===== config.mk =====
export PLATFORM = sky130hd
export DESIGN_NAME = sdmrf_device_flat
export DESIGN_NICKNAME = d
export VERILOG_FILES = /design/src/sdmrf_pkg.sv /design/src/sdmrf_if.sv /design/src/sdmrf_init_timer.sv /design/src/sdmrf_device.sv /design/src/flat_wrapper.sv
export SDC_FILE = /design/constraint.sdc
export NUM_CORES = 1
export LEC_CHECK = 0
export BUFFER_PORTS_ARGS = -buffer_cell sky130_fd_sc_hd__buf_2
export CORE_AREA = 2 2 118 120
export DETAILED_ROUTE_END_ITERATION = 8
export DIE_AREA = 0 0 120 122
export PLACE_DENSITY = 0.56
export SYNTH_ARGS = -nofsm -noshare
export SYNTH_HDL_FRONTEND = slang
export SYNTH_SLANG_ARGS = --single-unit

===== constraint.sdc =====
create_clock -name mclk -period 3.4 [get_ports mclk]
set_input_delay 0.68 -clock mclk [delete_from_list [all_inputs] [get_ports mclk]]
set_output_delay 0.68 -clock mclk [all_outputs]
set_load 0.05 [all_outputs]

===== src/sdmrf_pkg.sv =====
package sdmrf_pkg;
  localparam int unsigned CLK_PERIOD_PS   = 5000;
  localparam int unsigned INIT_MAX_US     = 10;
  localparam int unsigned INIT_MAX_CYCLES = INIT_MAX_US * 1000000 / CLK_PERIOD_PS;
  localparam int unsigned READ_LATENCY    = 3;

  localparam logic [7:0] ADDR_DEV_INFO   = 8'h00;
  localparam logic [7:0] ADDR_FEAT_ONE   = 8'h01;
  localparam logic [7:0] ADDR_FEAT_TWO   = 8'h02;
  localparam logic [7:0] ADDR_IO_CFG     = 8'h03;
  localparam logic [7:0] ADDR_REFRESH    = 8'h04;
  localparam logic [7:0] ADDR_MAKER      = 8'h05;
  localparam logic [7:0] ADDR_REV_ONE    = 8'h06;
  localparam logic [7:0] ADDR_REV_TWO    = 8'h07;
  localparam logic [7:0] ADDR_WDT        = 8'h08;
  localparam logic [7:0] ADDR_TEST_MODE  = 8'h09;
  localparam logic [7:0] ADDR_IO_CAL     = 8'h0a;
  localparam logic [7:0] ADDR_PASR_BANK  = 8'h10;
  localparam logic [7:0] ADDR_PASR_SEG   = 8'h11;
  localparam logic [7:0] ADDR_DQ_PAT_A   = 8'h20;
  localparam logic [7:0] ADDR_DQ_PAT_B   = 8'h28;
  localparam logic [7:0] ADDR_RESET_TRIG = 8'h3f;

  // Valid-bit masks; other positions are reserved_future_bits
  localparam logic [7:0] MASK_DEV_INFO  = 8'h1f;
  localparam logic [7:0] MASK_FEAT_TWO  = 8'h0f;
  localparam logic [7:0] MASK_IO_CFG    = 8'h0f;
  localparam logic [7:0] MASK_REFRESH   = 8'h87;
  localparam logic [7:0] MASK_FULL      = 8'hff;
  localparam int unsigned AUTO_INIT_BIT = 0;

  localparam logic [7:0] RST_FEAT_ONE  = 8'h22;
  localparam logic [7:0] RST_FEAT_TWO  = 8'h01;
  localparam logic [7:0] RST_IO_CFG    = 8'h02;
  localparam logic [7:0] RST_ZERO      = 8'h00;
  localparam logic [7:0] UNDEF_DATA    = 8'h00;

  typedef enum logic [1:0] {
    SDMRF_ACC_NONE = 2'b00,
    SDMRF_ACC_RO   = 2'b01,
    SDMRF_ACC_WO   = 2'b10,
    SDMRF_ACC_RW   = 2'b11
  } sdmrf_acc_t;

  // Access class by address
  function automatic sdmrf_acc_t sdmrf_class(input logic [7:0] a);
    case (a)
      ADDR_DEV_INFO, ADDR_REFRESH, ADDR_MAKER, ADDR_REV_ONE,
      ADDR_REV_TWO, ADDR_WDT, ADDR_DQ_PAT_A,
      ADDR_DQ_PAT_B:   sdmrf_class = SDMRF_ACC_RO;
      ADDR_FEAT_ONE, ADDR_FEAT_TWO, ADDR_IO_CFG, ADDR_TEST_MODE,
      ADDR_IO_CAL, ADDR_PASR_BANK, ADDR_PASR_SEG,
      ADDR_RESET_TRIG: sdmrf_class = SDMRF_ACC_WO;
      default:         sdmrf_class = SDMRF_ACC_NONE;
    endcase
  endfunction

  function automatic logic [7:0] sdmrf_wmask(input logic [7:0] a);
    case (a)
      ADDR_FEAT_TWO: sdmrf_wmask = MASK_FEAT_TWO;
      ADDR_IO_CFG:   sdmrf_wmask = MASK_IO_CFG;
      default:       sdmrf_wmask = MASK_FULL;
    endcase
  endfunction
endpackage


===== src/sdmrf_if.sv =====
`timescale 1ns/1ps
interface sdmrf_if;
  logic       cmd_valid;
  logic       cmd_write;
  logic [7:0] config_register_address;
  logic [7:0] wr_operand;
  logic [7:0] rd_data;
  logic       rd_valid;
  logic       dqs_t;
  logic       dqs_c;

  modport device (
    input  cmd_valid, cmd_write, config_register_address, wr_operand,
    output rd_data, rd_valid, dqs_t, dqs_c
  );
  modport ctrl (
    output cmd_valid, cmd_write, config_register_address, wr_operand,
    input  rd_data, rd_valid, dqs_t, dqs_c
  );
endinterface


===== src/sdmrf_init_timer.sv =====
`timescale 1ns/1ps
module sdmrf_init_timer
  import sdmrf_pkg::*;
#(
  parameter int unsigned COUNT = INIT_MAX_CYCLES
) (
  input  wire logic mclk,
  input  wire logic rst_n,
  input  wire logic start,
  output logic      busy
);
  logic [31:0] cnt_reg;

  always_ff @(posedge mclk or negedge rst_n) begin
    if (!rst_n) begin
      cnt_reg <= 32'h0;
    end else if (start) begin
      cnt_reg <= 32'(COUNT);
    end else if (cnt_reg != 32'h0) begin
      cnt_reg <= cnt_reg - 32'h1;
    end
  end

  assign busy = (cnt_reg != 32'h0);
endmodule // sdmrf_init_timer


===== src/sdmrf_device.sv =====
`timescale 1ns/1ps
module sdmrf_device
  import sdmrf_pkg::*;
#(
  parameter int unsigned INIT_CYCLES = INIT_MAX_CYCLES,
  parameter logic [7:0]  MAKER_ID    = 8'h5a, // Arbitrary value
  parameter logic [7:0]  REV_ONE_ID  = 8'h01, // Arbitrary value
  parameter logic [7:0]  REV_TWO_ID  = 8'h00, // Arbitrary value
  parameter logic [7:0]  WDT_VALUE   = 8'h00,
  parameter logic [7:0]  DQ_PAT_A    = 8'h00,
  parameter logic [7:0]  DQ_PAT_B    = 8'h00,
  parameter logic [7:0]  REFRESH_VAL = 8'h03
) (
  input  wire logic  mclk,
  input  wire logic  rst_n,
  sdmrf_if.device    bus,
  output logic [7:0] feature_one,
  output logic [7:0] feature_two,
  output logic [7:0] io_config,
  output logic [7:0] test_mode,
  output logic [7:0] io_cal_cmd,
  output logic [7:0] pasr_bank,
  output logic [7:0] pasr_seg,
  output logic       auto_init_status,
  output logic       io_cal_start
);
  logic [7:0]   feature_one_reg;
  logic [7:0]   feature_two_reg;
  logic [7:0]   io_config_reg;
  logic [7:0]   test_mode_reg;
  logic [7:0]   io_cal_reg;
  logic [7:0]   pasr_bank_reg;
  logic [7:0]   pasr_seg_reg;
  logic [7:0]   rd_data_reg;
  logic         rd_valid_reg;
  logic         dqs_reg;
  logic         io_cal_start_reg;
  logic         init_start_reg;
  logic         timer_busy;
  logic         wr_ok;
  logic         rd_cmd;
  logic [7:0]   rd_value;
  sdmrf_acc_t   acc;

  // Reset release also starts auto-init, as after power-up
  logic         por_pending_reg;

  assign acc    = sdmrf_class(bus.config_register_address);
  assign rd_cmd = bus.cmd_valid && !bus.cmd_write;
  // Only writable classes take the operand; read-only is dropped
  assign wr_ok  = bus.cmd_valid && bus.cmd_write &&
                  acc[1] && !timer_busy;

  // The start cycle already shows busy, so the timer runs one short;
  // the status then stays high for exactly INIT_CYCLES cycles
  sdmrf_init_timer #(
    .COUNT (INIT_CYCLES - 1)
  ) u_timer (
    .mclk  (mclk),
    .rst_n (rst_n),
    .start (init_start_reg),
    .busy  (timer_busy)
  );

  always_ff @(posedge mclk or negedge rst_n) begin
    if (!rst_n) begin
      por_pending_reg <= 1'b1;
      init_start_reg  <= 1'b0;
    end else begin
      por_pending_reg <= 1'b0;
      init_start_reg  <= por_pending_reg ||
        (bus.cmd_valid && bus.cmd_write &&
         bus.config_register_address == ADDR_RESET_TRIG);
    end
  end

  // Status high from the reset command until the timer expires
  assign auto_init_status = timer_busy || init_start_reg;

  // Mode configuration; auto-init returns it to defaults
  always_ff @(posedge mclk or negedge rst_n) begin
    if (!rst_n) begin
      feature_one_reg <= RST_FEAT_ONE;
      feature_two_reg <= RST_FEAT_TWO;
      io_config_reg   <= RST_IO_CFG;
    end else if (init_start_reg) begin
      feature_one_reg <= RST_FEAT_ONE;
      feature_two_reg <= RST_FEAT_TWO;
      io_config_reg   <= RST_IO_CFG;
    end else if (wr_ok) begin
      case (bus.config_register_address)
        ADDR_FEAT_ONE: feature_one_reg <= bus.wr_operand;
        // Masked again here so a careless controller cannot set them
        ADDR_FEAT_TWO: feature_two_reg <= bus.wr_operand &
                         sdmrf_wmask(ADDR_FEAT_TWO);
        ADDR_IO_CFG:   io_config_reg <= bus.wr_operand &
                         sdmrf_wmask(ADDR_IO_CFG);
        default:       ;
      endcase
    end
  end

  // Test mode and partial-array masks, cleared by auto-init
  always_ff @(posedge mclk or negedge rst_n) begin
    if (!rst_n) begin
      test_mode_reg <= RST_ZERO;
      pasr_bank_reg <= RST_ZERO;
      pasr_seg_reg  <= RST_ZERO;
    end else if (init_start_reg) begin
      test_mode_reg <= RST_ZERO;
      pasr_bank_reg <= RST_ZERO;
      pasr_seg_reg  <= RST_ZERO;
    end else if (wr_ok) begin
      case (bus.config_register_address)
        ADDR_TEST_MODE: test_mode_reg <= bus.wr_operand;
        ADDR_PASR_BANK: pasr_bank_reg <= bus.wr_operand;
        ADDR_PASR_SEG:  pasr_seg_reg  <= bus.wr_operand;
        default:        ;
      endcase
    end
  end

  // Calibration code survives auto-init: recalibrating costs time,
  // and the controller reissues it only when conditions change
  always_ff @(posedge mclk or negedge rst_n) begin
    if (!rst_n) begin
      io_cal_reg <= RST_ZERO;
    end else if (wr_ok && bus.config_register_address == ADDR_IO_CAL) begin
      io_cal_reg <= bus.wr_operand;
    end
  end

  always_ff @(posedge mclk or negedge rst_n) begin
    if (!rst_n) begin
      io_cal_start_reg <= 1'b0;
    end else begin
      io_cal_start_reg <= wr_ok &&
        bus.config_register_address == ADDR_IO_CAL;
    end
  end

  // Read mux; reserved bits masked to zero
  always_comb begin
    rd_value = UNDEF_DATA;
    case (bus.config_register_address)
      ADDR_DEV_INFO: begin
        rd_value = RST_ZERO;
        rd_value[AUTO_INIT_BIT] = auto_init_status;
        rd_value = rd_value & MASK_DEV_INFO;
      end
      ADDR_REFRESH:  rd_value = REFRESH_VAL & MASK_REFRESH;
      ADDR_MAKER:    rd_value = MAKER_ID;
      ADDR_REV_ONE:  rd_value = REV_ONE_ID;
      ADDR_REV_TWO:  rd_value = REV_TWO_ID;
      ADDR_WDT:      rd_value = WDT_VALUE;
      ADDR_DQ_PAT_A: rd_value = DQ_PAT_A;
      ADDR_DQ_PAT_B: rd_value = DQ_PAT_B;
      default:       rd_value = UNDEF_DATA;
    endcase
  end

  // Every read answers with strobe toggle, whatever its class
  always_ff @(posedge mclk or negedge rst_n) begin
    if (!rst_n) begin
      rd_data_reg  <= RST_ZERO;
      rd_valid_reg <= 1'b0;
    end else begin
      rd_valid_reg <= rd_cmd;
      if (rd_cmd) begin
        rd_data_reg <= rd_value;
      end
    end
  end

  always_ff @(posedge mclk or negedge rst_n) begin
    if (!rst_n) begin
      dqs_reg <= 1'b0;
    end else if (rd_cmd) begin
      dqs_reg <= !dqs_reg;
    end
  end

  assign bus.rd_data  = rd_data_reg;
  assign bus.rd_valid = rd_valid_reg;
  assign bus.dqs_t    = dqs_reg;
  assign bus.dqs_c    = !dqs_reg;

  assign feature_one  = feature_one_reg;
  assign feature_two  = feature_two_reg;
  assign io_config    = io_config_reg;
  assign test_mode    = test_mode_reg;
  assign io_cal_cmd   = io_cal_reg;
  assign pasr_bank    = pasr_bank_reg;
  assign pasr_seg     = pasr_seg_reg;
  assign io_cal_start = io_cal_start_reg;
endmodule // sdmrf_device


===== src/flat_wrapper.sv =====
// flat-port wrapper written by rule: the top's interface ports become plain ports
module sdmrf_device_flat import sdmrf_pkg::*;
#(
  parameter int unsigned INIT_CYCLES = INIT_MAX_CYCLES,
  parameter logic [7:0]  MAKER_ID    = 8'h5a,                   
  parameter logic [7:0]  REV_ONE_ID  = 8'h01,                   
  parameter logic [7:0]  REV_TWO_ID  = 8'h00,                   
  parameter logic [7:0]  WDT_VALUE   = 8'h00,
  parameter logic [7:0]  DQ_PAT_A    = 8'h00,
  parameter logic [7:0]  DQ_PAT_B    = 8'h00,
  parameter logic [7:0]  REFRESH_VAL = 8'h03
)
  (mclk, rst_n, feature_one, feature_two, io_config, test_mode, io_cal_cmd, pasr_bank, pasr_seg, auto_init_status, io_cal_start, bus_cmd_valid, bus_cmd_write, bus_config_register_address, bus_wr_operand, bus_rd_data, bus_rd_valid, bus_dqs_t, bus_dqs_c);
  sdmrf_if bus_i ();
  input  wire logic mclk;
  input  wire logic rst_n;
  output logic [7:0] feature_one;
  output logic [7:0] feature_two;
  output logic [7:0] io_config;
  output logic [7:0] test_mode;
  output logic [7:0] io_cal_cmd;
  output logic [7:0] pasr_bank;
  output logic [7:0] pasr_seg;
  output logic auto_init_status;
  output logic io_cal_start;
  input wire logic [$bits(bus_i.cmd_valid)-1:0] bus_cmd_valid;
  input wire logic [$bits(bus_i.cmd_write)-1:0] bus_cmd_write;
  input wire logic [$bits(bus_i.config_register_address)-1:0] bus_config_register_address;
  input wire logic [$bits(bus_i.wr_operand)-1:0] bus_wr_operand;
  output wire logic [$bits(bus_i.rd_data)-1:0] bus_rd_data;
  output wire logic [$bits(bus_i.rd_valid)-1:0] bus_rd_valid;
  output wire logic [$bits(bus_i.dqs_t)-1:0] bus_dqs_t;
  output wire logic [$bits(bus_i.dqs_c)-1:0] bus_dqs_c;
  assign bus_i.cmd_valid = bus_cmd_valid;
  assign bus_i.cmd_write = bus_cmd_write;
  assign bus_i.config_register_address = bus_config_register_address;
  assign bus_i.wr_operand = bus_wr_operand;
  assign bus_rd_data = bus_i.rd_data;
  assign bus_rd_valid = bus_i.rd_valid;
  assign bus_dqs_t = bus_i.dqs_t;
  assign bus_dqs_c = bus_i.dqs_c;
  sdmrf_device #(.INIT_CYCLES(INIT_CYCLES), .MAKER_ID(MAKER_ID), .REV_ONE_ID(REV_ONE_ID), .REV_TWO_ID(REV_TWO_ID), .WDT_VALUE(WDT_VALUE), .DQ_PAT_A(DQ_PAT_A), .DQ_PAT_B(DQ_PAT_B), .REFRESH_VAL(REFRESH_VAL)) u_core (.mclk(mclk), .rst_n(rst_n), .bus(bus_i), .feature_one(feature_one), .feature_two(feature_two), .io_config(io_config), .test_mode(test_mode), .io_cal_cmd(io_cal_cmd), .pasr_bank(pasr_bank), .pasr_seg(pasr_seg), .auto_init_status(auto_init_status), .io_cal_start(io_cal_start));
endmodule

==> results.txt, run 1 <==
* Relative area change from synthesis to final layout: 20.1%
- Yosys printed 0 warnings.
- The clock network is responsible for 44.4% of the overall power.
- Gate power share: 8.7%
- Power density normalized to cell area: 427 mW/mm²
- After synthesis, the largest family of logic cells by area is simple AND/OR/NAND/NOR gates.
* TNS Setup: 0 ns
- Compound-gate portion of the synthesized area: 7.30%
- Synth Area in XOR/XNOR: 2.37%
- Half-perimeter wire length after detailed placement: 7720 µm
- Post-CTS sizing: 0
- Worst min path class: input port to asynchronous set/reset pin
* Standard-cell row count: 43
- The initial utilization of the core area, before any placement, comes to 32.9%.
* Fin Clk Skew: 0.00710 ns
* Yosys top cell area share: 46.8%
- Number of library cell types mapped by synthesis: 53
- Post-synth EDFFs: 0
- Maximum VDD drop: 0.000289 V
- Diode insertion count for antenna repair: 0
- The floorplan step set the die width to 120 µm.
* Number of buffer cells added on primary ports: 77
* CP Class: flop to output pin
* Nets: 522
* Most used DFF post-synth: sky130_fd_sc_hd__dfrtp_1
* Area inside the core boundary: 0.0135 mm²
- Initial antenna violation count: 0
- Via count of the first global-routing pass: 3,398
- Fill cells in the final layout number 1,316.
- Global-route wire length before repair: 17,800 µm
- Counting every sink on the clock net gives 88.
* Critical path capture point type: output pin
- Of the total synthesized cell area, the portion taken by AND, OR, NAND and NOR gates is 22.1%.
- Summed over all layers, the global routing overflow is 0.
- Post-synthesis share of cell area spent on full adders, half adders and majority gates: 1.69%
- Most instantiated library cell after synthesis: sky130_fd_sc_hd__dfrtp_1
* Count of boundary I/O pins: 89
- Sw Share: 26.2%
* Latest clock arrival within the worst-skew pair: 0.34 ns
- Global-route total usage across every layer: 15.3%
- The clock passes through at most 2 buffers.
- Multiplexer share of the synthesized area: 12.2%
- Mapped Avg Cell Area: 10.7 µm²
- Vias per std cell: 4.97
* Maximum number of pins on one net before global-route repair: 59
* Highest clock rate: 0.334 GHz
- The count of final hold-check violations is 0.
* Clock tree from TritonCTS: done
- In this run the power spent charging and discharging nets is 0.000595 W.
- The detailed router finished its first iteration with 143 violations.
- Of all flip-flops after synthesis, the portion carrying an async set or reset was 100%.
- In this run the post-CTS setup repair buffer count came out at 0.
- Placer congestion estimate: 0.840
- For this block, the routed nets add up to 10,700 µm of wire.
- Post-route core utilization: 39.5%
- Run status: finished clean
- In the routed design, unresolved DRC markers number 0.
* Cell chosen for the clock root: sky130_fd_sc_hd__clkbuf_16
- Largest area contributor in the synthesized netlist: sky130_fd_sc_hd__dfrtp_1
- The cell area that synthesis handed to floorplanning was 0.00444 mm².
- Hold is met by 0.419 ns.
- In the final layout, the share of cells above drive strength 1 is 27.7%.
- Post-route antenna net violation count: 0
- STA classifies the critical path startpoint as a flop.
- CTS built an H-tree with a depth of 3.
- CTS Buf Count: 9
- # Max-Cap Violations: 0
* Worst slew pin tran: 0.782 ns
- In this run the worst path has a maximum fanout of 6.
* Setup repair after global routing missed its margin: false
* Chip height: 122 µm
* Number of endpoints failing setup at the final stage: 0
- Portion of total power attributed to sequential cells: 46.9%
- Worst-case headroom to the max-slew limit: 47.9%
* Clock period minus final worst setup slack: 2.99 ns
- Number of standard cells after synthesis: 415
* Average wire per standard cell: 15.8 µm
* Int Power: 0.00168 W
* Ranking of synthesized cells by instance count: sky130_fd_sc_hd__dfrtp_1, sky130_fd_sc_hd__nand2_1, sky130_fd_sc_hd__mux2i_1
* Final-report max-slew violation count: 0
* Number of buffers added to fix hold violations after cts: 0
* DR vias: 3,384
* Data arrival at the endpoint of the critical path: 2.31 ns
- The die covers 0.0146 mm².
* Clock slew seen by the registers of the worst setup and hold paths: 0.07 ns
* Most area-consuming cells after synthesis: sky130_fd_sc_hd__dfrtp_1, sky130_fd_sc_hd__mux2i_1, sky130_fd_sc_hd__nand2_1, sky130_fd_sc_hd__dfstp_2, sky130_fd_sc_hd__mux2_4
* Synth Register Bits: 88
- The share of the Yosys chip area taken by registers is 49.8%.
* Max reg flops: 32
- The pre-antenna-repair detailed-routing pass consisted of 4 iterations.
- For this design the static power due to leakage is 2.69 nW.
- Period Utilization, post-route: 88.0%
- STA puts the critical path data required time at 2.72 ns.
==> power by group through the flow <==
stage	Clock, W	Combinational (W)	Sequential [W]
final	0.00101	0.000198	0.00107
after global routing	0.00108	0.000216	0.00107
after CTS	0.00103	0.000202	0.00107
after detailed placement	0	0.000201	0.00109
after global placement	0	0.000199	0.00109
after floorplan	0	0.000112	0.00111
==> area by class of cell <==
cell class | instances | area, µm² | share of cell area (%)
inverters | 9 | 33.8 | 0.634
flip-flops and latches | 88 | 2210 | 41.5
clock inverters | 7 | 78.8 | 1.48
repair buffers | 88 | 483 | 9.07
well taps | 180 | 225 | 4.23
clock buffers | 9 | 225 | 4.23
multi-input cells | 300 | 2070 | 38.9
==> final timing paths <==
path	startpoint	endpoint	slack (ns)	cells after the start
setup / recovery	u_core.u_timer.cnt_reg[0]	auto_init_status	0.41	7
max in group asynchronous	rst_n	u_core.feature_one[5]	2.30	2
setup reg to reg	u_core.u_timer.cnt_reg[9]	u_core.test_mode[5]	0.66	5
hold / removal	rst_n	u_core.init_start_reg	0.42	1
hold reg to reg	u_core.bus.rd_data[0]	u_core.bus.rd_data[0]	0.49	1
min in group mclk	u_core.bus.rd_data[0]	u_core.bus.rd_data[0]	0.49	1
==> cell families after synthesis <==
kind of cell | count (synthesis)
AND/OR/NAND/NOR | 170
adder cells (fa/ha/maj) | 6
multiplexers | 50
flip-flops | 88
XOR/XNOR | 12
other | 1
AO/OA/AOI/OAI | 50
buffers and inverters | 38
==> routing by layer <==
| layer | GRT usage, % | part of all wire (%) | vias up |
|---|---|---|---|
| li1 | - | - | 1628 |
| met1 | 20.7 | 47 | 1679 |
| met3 | 3.56 | 4.0 | 10 |
| met5 | 0 | 0 | - |
| met4 | 3.90 | 0.90 | 0 |
| met2 | 24.6 | 48 | 67 |
==> metrics by stage <==
step,power [W],worst slack (ns),area (µm²),cells
after floorplan,0.00122,0.835,4480,426
after global placement,0.00128,0.618,5020,665
after detailed placement,0.00129,0.525,5020,665
after CTS,0.00230,0.387,5330,681
after global routing,0.00237,0.195,5330,681
final,0.00227,0.407,5330,681
==> placed cells by master, fill, tap and decap left out, types with 8 or more instances in the layout <==
master and count:
sky130_fd_sc_hd__dfrtp_1 83, sky130_fd_sc_hd__buf_2 76, sky130_fd_sc_hd__nand2_1 54, sky130_fd_sc_hd__mux2i_1 41, sky130_fd_sc_hd__nor2_1 29, sky130_fd_sc_hd__a21oi_1 15
sky130_fd_sc_hd__or3_1 12, sky130_fd_sc_hd__conb_1 12, sky130_fd_sc_hd__o21ai_0 11, sky130_fd_sc_hd__buf_4 11, sky130_fd_sc_hd__nor4_1 10, sky130_fd_sc_hd__clkbuf_16 9
sky130_fd_sc_hd__inv_1 8, sky130_fd_sc_hd__mux2_4 8
==> critical path, cell delays in order, from the launching register on <==
cell	delay (ns)
sky130_fd_sc_hd__dfrtp_1	0.39
sky130_fd_sc_hd__inv_1	0.10
sky130_fd_sc_hd__ha_1	0.18
sky130_fd_sc_hd__nor4b_2	0.31
sky130_fd_sc_hd__nand3_1	0.26
sky130_fd_sc_hd__nor3_1	0.38
sky130_fd_sc_hd__nand2_1	0.12
sky130_fd_sc_hd__buf_2	0.23
Power figures use the tool's default switching activity.
==> run 2, diff against run 1 <==
--- a/config.mk
+++ b/config.mk
@@ -7,8 +7,10 @@
 export LEC_CHECK = 0
 export BUFFER_PORTS_ARGS = -buffer_cell sky130_fd_sc_hd__buf_2
 export CORE_AREA = 2 2 118 120
+export CTS_BUF_LIST = sky130_fd_sc_hd__clkbuf_16
 export DETAILED_ROUTE_END_ITERATION = 8
 export DIE_AREA = 0 0 120 122
+export MAX_ROUTING_LAYER = met4
 export PLACE_DENSITY = 0.56
 export SYNTH_ARGS = -nofsm -noshare
 export SYNTH_HDL_FRONTEND = slang
==> results.txt, run 2 (same netlist as run 1, synthesis figures left out) <==
- The flow ran to the end, and the final reports show no timing, DRC or antenna violations.
- The slowest stage of the critical path is the sky130_fd_sc_hd__dfrtp_1 cell.
- Placer congestion estimate: 0.853 (+1.5%)
- The required time reported for the critical path endpoint is 2.72 ns (about the same).
- Fin Clk Skew: 0.00658 ns (-0.000523 ns)
* Detailed-router iteration count before antenna repair: 4 (unchanged)
* Total count of hold-check failures in the final report: 0 (unchanged)
- The via count of the first global-routing pass is 3,401 (+0.088%).
- Worst-case headroom to the max-slew limit: 47.5% (-0.38 points)
* Global-route total usage across every layer: 15.7% (+0.41 points)
- Diode insertion count for antenna repair: 0 (unchanged)
- Cell chosen for the clock root: sky130_fd_sc_hd__clkbuf_16
* CP Class: flop to output pin
* Minimum hold slack: 0.416 ns (-0.00245 ns)
- The pin count of the biggest net entering global routing was 59 (unchanged).
- The post-route antenna net violation count is 0 (unchanged).
- The total negative slack for setup checks is 0 ns (unchanged).
- The number of design rule violations left after detail routing came to 0 (unchanged).
- Cell-by-cell trace of the critical path: inv_1, ha_1, nor4b_2, nand3_1, nor3_1, nand2_1, buf_2
- # Max-Cap Violations: 0 (unchanged)
- The maximum number of buffers from clock root to sink is 2 (unchanged).
- Number of endpoints failing setup at the final stage: 0 (unchanged)
- The net total in the final layout is 522 (unchanged).
* Latest clock arrival within the worst-skew pair: 0.34 ns (about the same)
* Fin cells: 681 (unchanged)
- The number of instances resized during post-cts repair was 0 (unchanged).
* Data arrival at the endpoint of the critical path: 2.31 ns (about the same)
* Element type at the critical path start: flop
- Worst slew pin tran: 0.787 ns (+0.00565 ns)
- Setup repair after global routing left no endpoint under its margin.
- The die extent in x came to 120 µm (unchanged).
* Chip height: 122 µm (unchanged)
- The number of buffer and inverter stages on the critical path came to 2 (unchanged).
- Layout cell share with drive strength beyond 1: 27.7% (unchanged)
* Overflow after GRT: 0 (unchanged)
- CTS Buf Count: 9 (unchanged)
- Standard-cell row count: 43 (unchanged)
- Area enclosed by the die boundary: 0.0146 mm² (unchanged)
- The depth of the CTS H-tree came to 3 (unchanged).
- The final period utilization came to 88.0% (about the same).
- STA classifies the critical path endpoint as an output pin.
* Clock slew seen by the registers of the worst setup and hold paths: 0.07 ns (about the same)
- The power after layout is 0.00227 W (about the same).
- The library cell used most frequently in the layout, excluding fill and tap cells, is sky130_fd_sc_hd__dfrtp_1.
- The detailed placement HPWL came to 7720 µm (unchanged).
* Final-report max-slew violation count: 0 (unchanged)
- TritonCTS built the clock tree.
* Instance area at placement: 0.00502 mm² (unchanged)
- The total I/O pin count is 89 (unchanged).
* Power density normalized to cell area: 427 mW/mm² (about the same)
- The worst hold path belongs to the class input port to asynchronous set/reset pin.
- The top cell types in the final layout, fill and taps aside, are sky130_fd_sc_hd__dfrtp_1, sky130_fd_sc_hd__buf_2, sky130_fd_sc_hd__nand2_1, sky130_fd_sc_hd__mux2i_1, sky130_fd_sc_hd__nor2_1.
- Wirelength, routed: 10,800 µm (+0.50%)
* Max reg flops: 32 (unchanged)
* Starting utilization of the core area: 32.9% (unchanged)
* Initial antenna violation count: 0 (unchanged)
- The port buffer count came to 77 (unchanged).
- Clock period minus final worst setup slack: 2.99 ns (-0.000218 ns)
* Buffers inserted during post-CTS setup optimization: 0 (unchanged)
- Static leakage: 2.69 nW (unchanged)
* Global-route wire length before repair: 17,700 µm (-0.19%)
* Vias per std cell: 5.01 (+0.89%)
- Area inside the core boundary: 0.0135 mm² (unchanged)
- DRC violation total after the first TritonRoute iteration: 199 (+39%)
* Critical path fanouts, max: 6 (unchanged)
- Maximum VDD drop: 0.000289 V (about the same)
- Count of placed standard cells including taps: 665 (unchanged)
- DR vias: 3,414 (+0.89%)
- Number of buffers added to fix hold violations after cts: 0 (unchanged)
- Clock Sinks: 88 (unchanged)
- Cell family with most CP delay: simple AND/OR/NAND/NOR gates
- The worst stage delay on the critical path came to 0.39 ns (about the same).
- The final routed wire length divided by cell count is 15.8 µm (+0.50%).
- Highest clock rate: 0.334 GHz (about the same)
- The post-route standard cell area excluding fillers is 0.00533 mm² (unchanged).
* Relative area change from synthesis to final layout: 20.1% (unchanged)
==> run 2: power breakdown <==
part           switching [W]  total (W)  internal, W
clock               0.000431    0.00101     0.000577
sequential        0.00000774    0.00107      0.00106
combinational       0.000156   0.000198    0.0000422
==> run 2: layout make-up <==
type,instances,area (µm²)
Clock buffer,9,225
Timing Repair Buffer,88,483
Tap cell,180,225
Inverter,9,33.8
Multi-Input combinational cell,300,2070
Clock inverter,7,78.8
Fill cell,1316,8180
Sequential cell,88,2210
==> run 2: stage by stage <==
stage / setup slack [ns] / util (%)
after floorplan: 0.835 / -
after global placement: 0.618 / 37.2
final: 0.407 / 39.5
after global routing: 0.196 / 39.5
after detailed placement: 0.525 / 37.2
after CTS: 0.387 / 39.5
==> run 2: layer usage <==
| layer | GRT usage [%] | wire length, µm | vias to the layer above |
|---|---|---|---|
| met3 | 3.04 | 389 | 9 |
| met2 | 24.5 | 5200 | 73 |
| li1 | - | - | 1632 |
| met1 | 21.0 | 5100 | 1700 |
| met4 | 3.90 | 102 | 0 |
| met5 | - | 0 | - |
==> run 2: worst paths after layout <==
check / startpoint / endpoint / slack [ns] / depth (start not counted)
min: rst_n / u_core.init_start_reg / 0.42 / 1
min in group mclk: u_core.bus.rd_data[0] / u_core.bus.rd_data[0] / 0.49 / 1
max in group asynchronous: rst_n / u_core.feature_one[5] / 2.30 / 2
max: u_core.u_timer.cnt_reg[0] / auto_init_status / 0.41 / 7
max reg2reg: u_core.u_timer.cnt_reg[9] / u_core.test_mode[5] / 0.66 / 5
min reg2reg: u_core.bus.rd_data[0] / u_core.bus.rd_data[0] / 0.49 / 1
==> run 3, diff against run 2 <==
--- a/config.mk
+++ b/config.mk
@@ -6,12 +6,14 @@
 export NUM_CORES = 1
 export LEC_CHECK = 0
 export BUFFER_PORTS_ARGS = -buffer_cell sky130_fd_sc_hd__buf_2
+export CELL_PAD_IN_SITES_DETAIL_PLACEMENT = 1
+export CELL_PAD_IN_SITES_GLOBAL_PLACEMENT = 1
 export CORE_AREA = 2 2 118 120
 export CTS_BUF_LIST = sky130_fd_sc_hd__clkbuf_16
 export DETAILED_ROUTE_END_ITERATION = 8
 export DIE_AREA = 0 0 120 122
-export MAX_ROUTING_LAYER = met4
-export PLACE_DENSITY = 0.56
+export GPL_TIMING_DRIVEN = 0
+export PLACE_DENSITY = 0.68
 export SYNTH_ARGS = -nofsm -noshare
 export SYNTH_HDL_FRONTEND = slang
 export SYNTH_SLANG_ARGS = --single-unit
==> results.txt, run 3 (same netlist as run 1, synthesis figures left out) <==
* Gate power share: 9.2% (+0.5 points)
* Average wire per standard cell: 17.4 µm (+10%)
* Critical path fanouts, max: 8 (+2)
- The top cell types in the final layout, fill and taps aside, are sky130_fd_sc_hd__dfrtp_1, sky130_fd_sc_hd__buf_2, sky130_fd_sc_hd__nand2_1, sky130_fd_sc_hd__mux2i_1, sky130_fd_sc_hd__nor2_1.
- The clock slew at the register clock pins of the worst setup and hold paths was 0.07 ns (about the same).
- Final-report max-slew violation count: 0 (unchanged)
- The count of hold-fix buffers inserted at cts was 0 (unchanged).
- Standard-cell row count: 43 (unchanged)
- Half-perimeter wire length after detailed placement: 9000 µm (+17%)
- The first-iteration detailed-routing DRC count is 83 (-58%).
- Worst-case register-to-register setup slack: 0.21 ns (-0.45 ns)
- Width of the die: 120 µm (unchanged)
* Critical path capture point type: flop
- Worst-case clock buffer depth: 2 (unchanged)
- Power after layout: 0.00230 W (+1.0%)
* Sequential cell area: 0.00221 mm² (unchanged)
- Highest clock rate: 0.313 GHz (-6.2%)
- The number of fill cells came to 1,518 (+15%).
- The tightest min-delay check is of the input port to asynchronous set/reset pin type.
- The critical path is of the flop to flop type.
- Worst slew pin tran: 0.883 ns (+0.0952 ns)
- Area of the multi-input gates: 0.00209 mm² (+0.85%)
* Number of endpoints failing setup at the final stage: 0 (unchanged)
- Total count of hold-check failures in the final report: 0 (unchanged)
- Buffers inserted during post-CTS setup optimization: 0 (unchanged)
- Cell chosen for the clock root: sky130_fd_sc_hd__clkbuf_16
- The overflow left after global routing is 0 (unchanged).
* Vias per std cell: 5.09 (+1.5%)
* Static leakage: 2.75 nW (+2.1%)
- The flip-flop count of the largest register after layout is 32 (unchanged).
- The number of vias in the routed layout is 3,561 (+4.3%).
- The required time reported for the critical path endpoint came to 3.63 ns (+0.91 ns).
- CTS Buf Count: 9 (unchanged)
- The count of TritonRoute iterations in the first routing pass was 4 (unchanged).
- Placer congestion estimate: 0.876 (+2.8%)
* Most frequent standard cell in the layout excluding fill and tap cells: sky130_fd_sc_hd__dfrtp_1
- The detailed-route wire length is 12,200 µm (+13%).
- Run status: finished clean
- The vertical die dimension was 122 µm (unchanged).
* Switching Power: 0.000608 W (+2.3%)
* Setup repair after global routing missed its margin: false
- Latest clock arrival within the worst-skew pair: 0.34 ns (about the same)
- The area growth from synthesis to layout is 22.6%.
- Via count of the first global-routing pass: 3,776 (+11%)
- Maximum VDD drop: 0.000338 V (+17%)
- Period Utilization, post-route: 93.8% (+5.8 points)
- The arrival time at the worst endpoint came to 3.42 ns (+1.11 ns).
- Power density normalized to cell area: 422 mW/mm² (-1.0%)
- Area enclosed by the die boundary: 0.0146 mm² (unchanged)
- Count of boundary I/O pins: 89 (unchanged)
* Total number of H-tree levels: 3 (unchanged)
- Starting utilization of the core area: 32.9% (unchanged)
* Area inside the core boundary: 0.0135 mm² (unchanged)
- TritonCTS built the clock tree.
- # Max-Cap Violations: 0 (unchanged)
- Post-route antenna net violation count: 0 (unchanged)
- Maximum number of pins on one net before global-route repair: 71 (+20%)
* Number of remaining DRC errors: 0 (unchanged)
- The port buffer count came to 77 (unchanged).
* Layout cell share with drive strength beyond 1: 28.5% (+0.72 points)
- Portion of total power attributed to sequential cells: 46.4% (-0.5 points)
* Global-route total usage across every layer: 17.4% (+1.8 points)
- Initial antenna violation count: 0 (unchanged)
- The total clock sinks was 88 (unchanged).
* Int Power: 0.00169 W (+0.61%)
* Fin Clk Skew: 0.00796 ns (+0.00139 ns)
* Worst-case headroom to the max-slew limit: 40.6% (-6.9 points)
* Sw Share: 26.5% (+0.31 points)
- The share of power burned in the clock network was 44.4% (about the same).
- The number of inserted diodes is 0 (unchanged).
- The number of instances resized during post-cts repair is 0 (unchanged).
- The net total in the final layout was 541 (+3.6%).
- The global-route wire length before repair is 20,000 µm (+13%).
- Clock period minus final worst setup slack: 3.19 ns (+0.197 ns)
* TNS Setup: 0 ns (unchanged)
* Element type at the critical path start: flop
-- run 3: through the flow --
step                      hold WS, ns  worst slack [ns]  cells  utilization [%]  area [µm²]
after floorplan                 0.384             0.835    426                -        4480
after global placement          0.474             0.252    683             37.7        5090
after detailed placement        0.474             0.234    684             37.9        5120
after CTS                       0.224             0.105    700             40.1        5420
after global routing            0.233             0.109    700             40.3        5440
final                           0.228             0.210    700             40.3        5440
-- run 3: final timing paths --
path | start | end | depth (start not counted)
setup / recovery | u_core.u_timer.cnt_reg[0] | u_core.io_cal_cmd[2] | 7
hold / removal | rst_n | u_core.u_timer.cnt_reg[29] | 1
setup reg to reg | u_core.u_timer.cnt_reg[0] | u_core.io_cal_cmd[2] | 7
hold reg to reg | u_core.bus.rd_data[0] | u_core.bus.rd_data[0] | 1
max in group asynchronous | rst_n | u_core.feature_one[1] | 2
min in group mclk | u_core.bus.rd_data[0] | u_core.bus.rd_data[0] | 1
-- run 3: worst max-delay path: stages, from the launching register on --
cell	delay [ns]
sky130_fd_sc_hd__dfrtp_1	0.40
sky130_fd_sc_hd__inv_1	0.09
sky130_fd_sc_hd__ha_1	0.19
sky130_fd_sc_hd__nor4b_2	0.39
sky130_fd_sc_hd__nand3_1	0.35
sky130_fd_sc_hd__or4_4	0.64
sky130_fd_sc_hd__nor3_4	0.64
sky130_fd_sc_hd__mux2_4	0.36
-- run 3: area by class of cell --
cell class	count	area share, %
Clock inverter	7	1.43
Tap cell	180	4.14
Inverter	9	0.621
Buffer	29	2.99
Clock buffer	9	4.14
Sequential cell	88	40.6
Timing Repair Buffer	78	7.64
Multi-Input combinational cell	300	38.4
-- run 3: power groups by stage --
stage                     registers [W]  logic, W  clock network, W
final                           0.00107  0.000212           0.00102
after global routing            0.00107  0.000231           0.00109
after CTS                       0.00107  0.000216           0.00105
after detailed placement        0.00108  0.000216                 0
after global placement          0.00108  0.000209                 0
after floorplan                 0.00111  0.000112                 0
-- run 3: metal layers --
metal / track usage (%) / vias up / routed length [µm]
li1: - / 1673 / -
met1: 21.5 / 1807 / 5270
met2: 30.3 / 68 / 6160
met3: 4.68 / 13 / 616
met4: 4.34 / 0 / 154
met5: 0 / - / 0
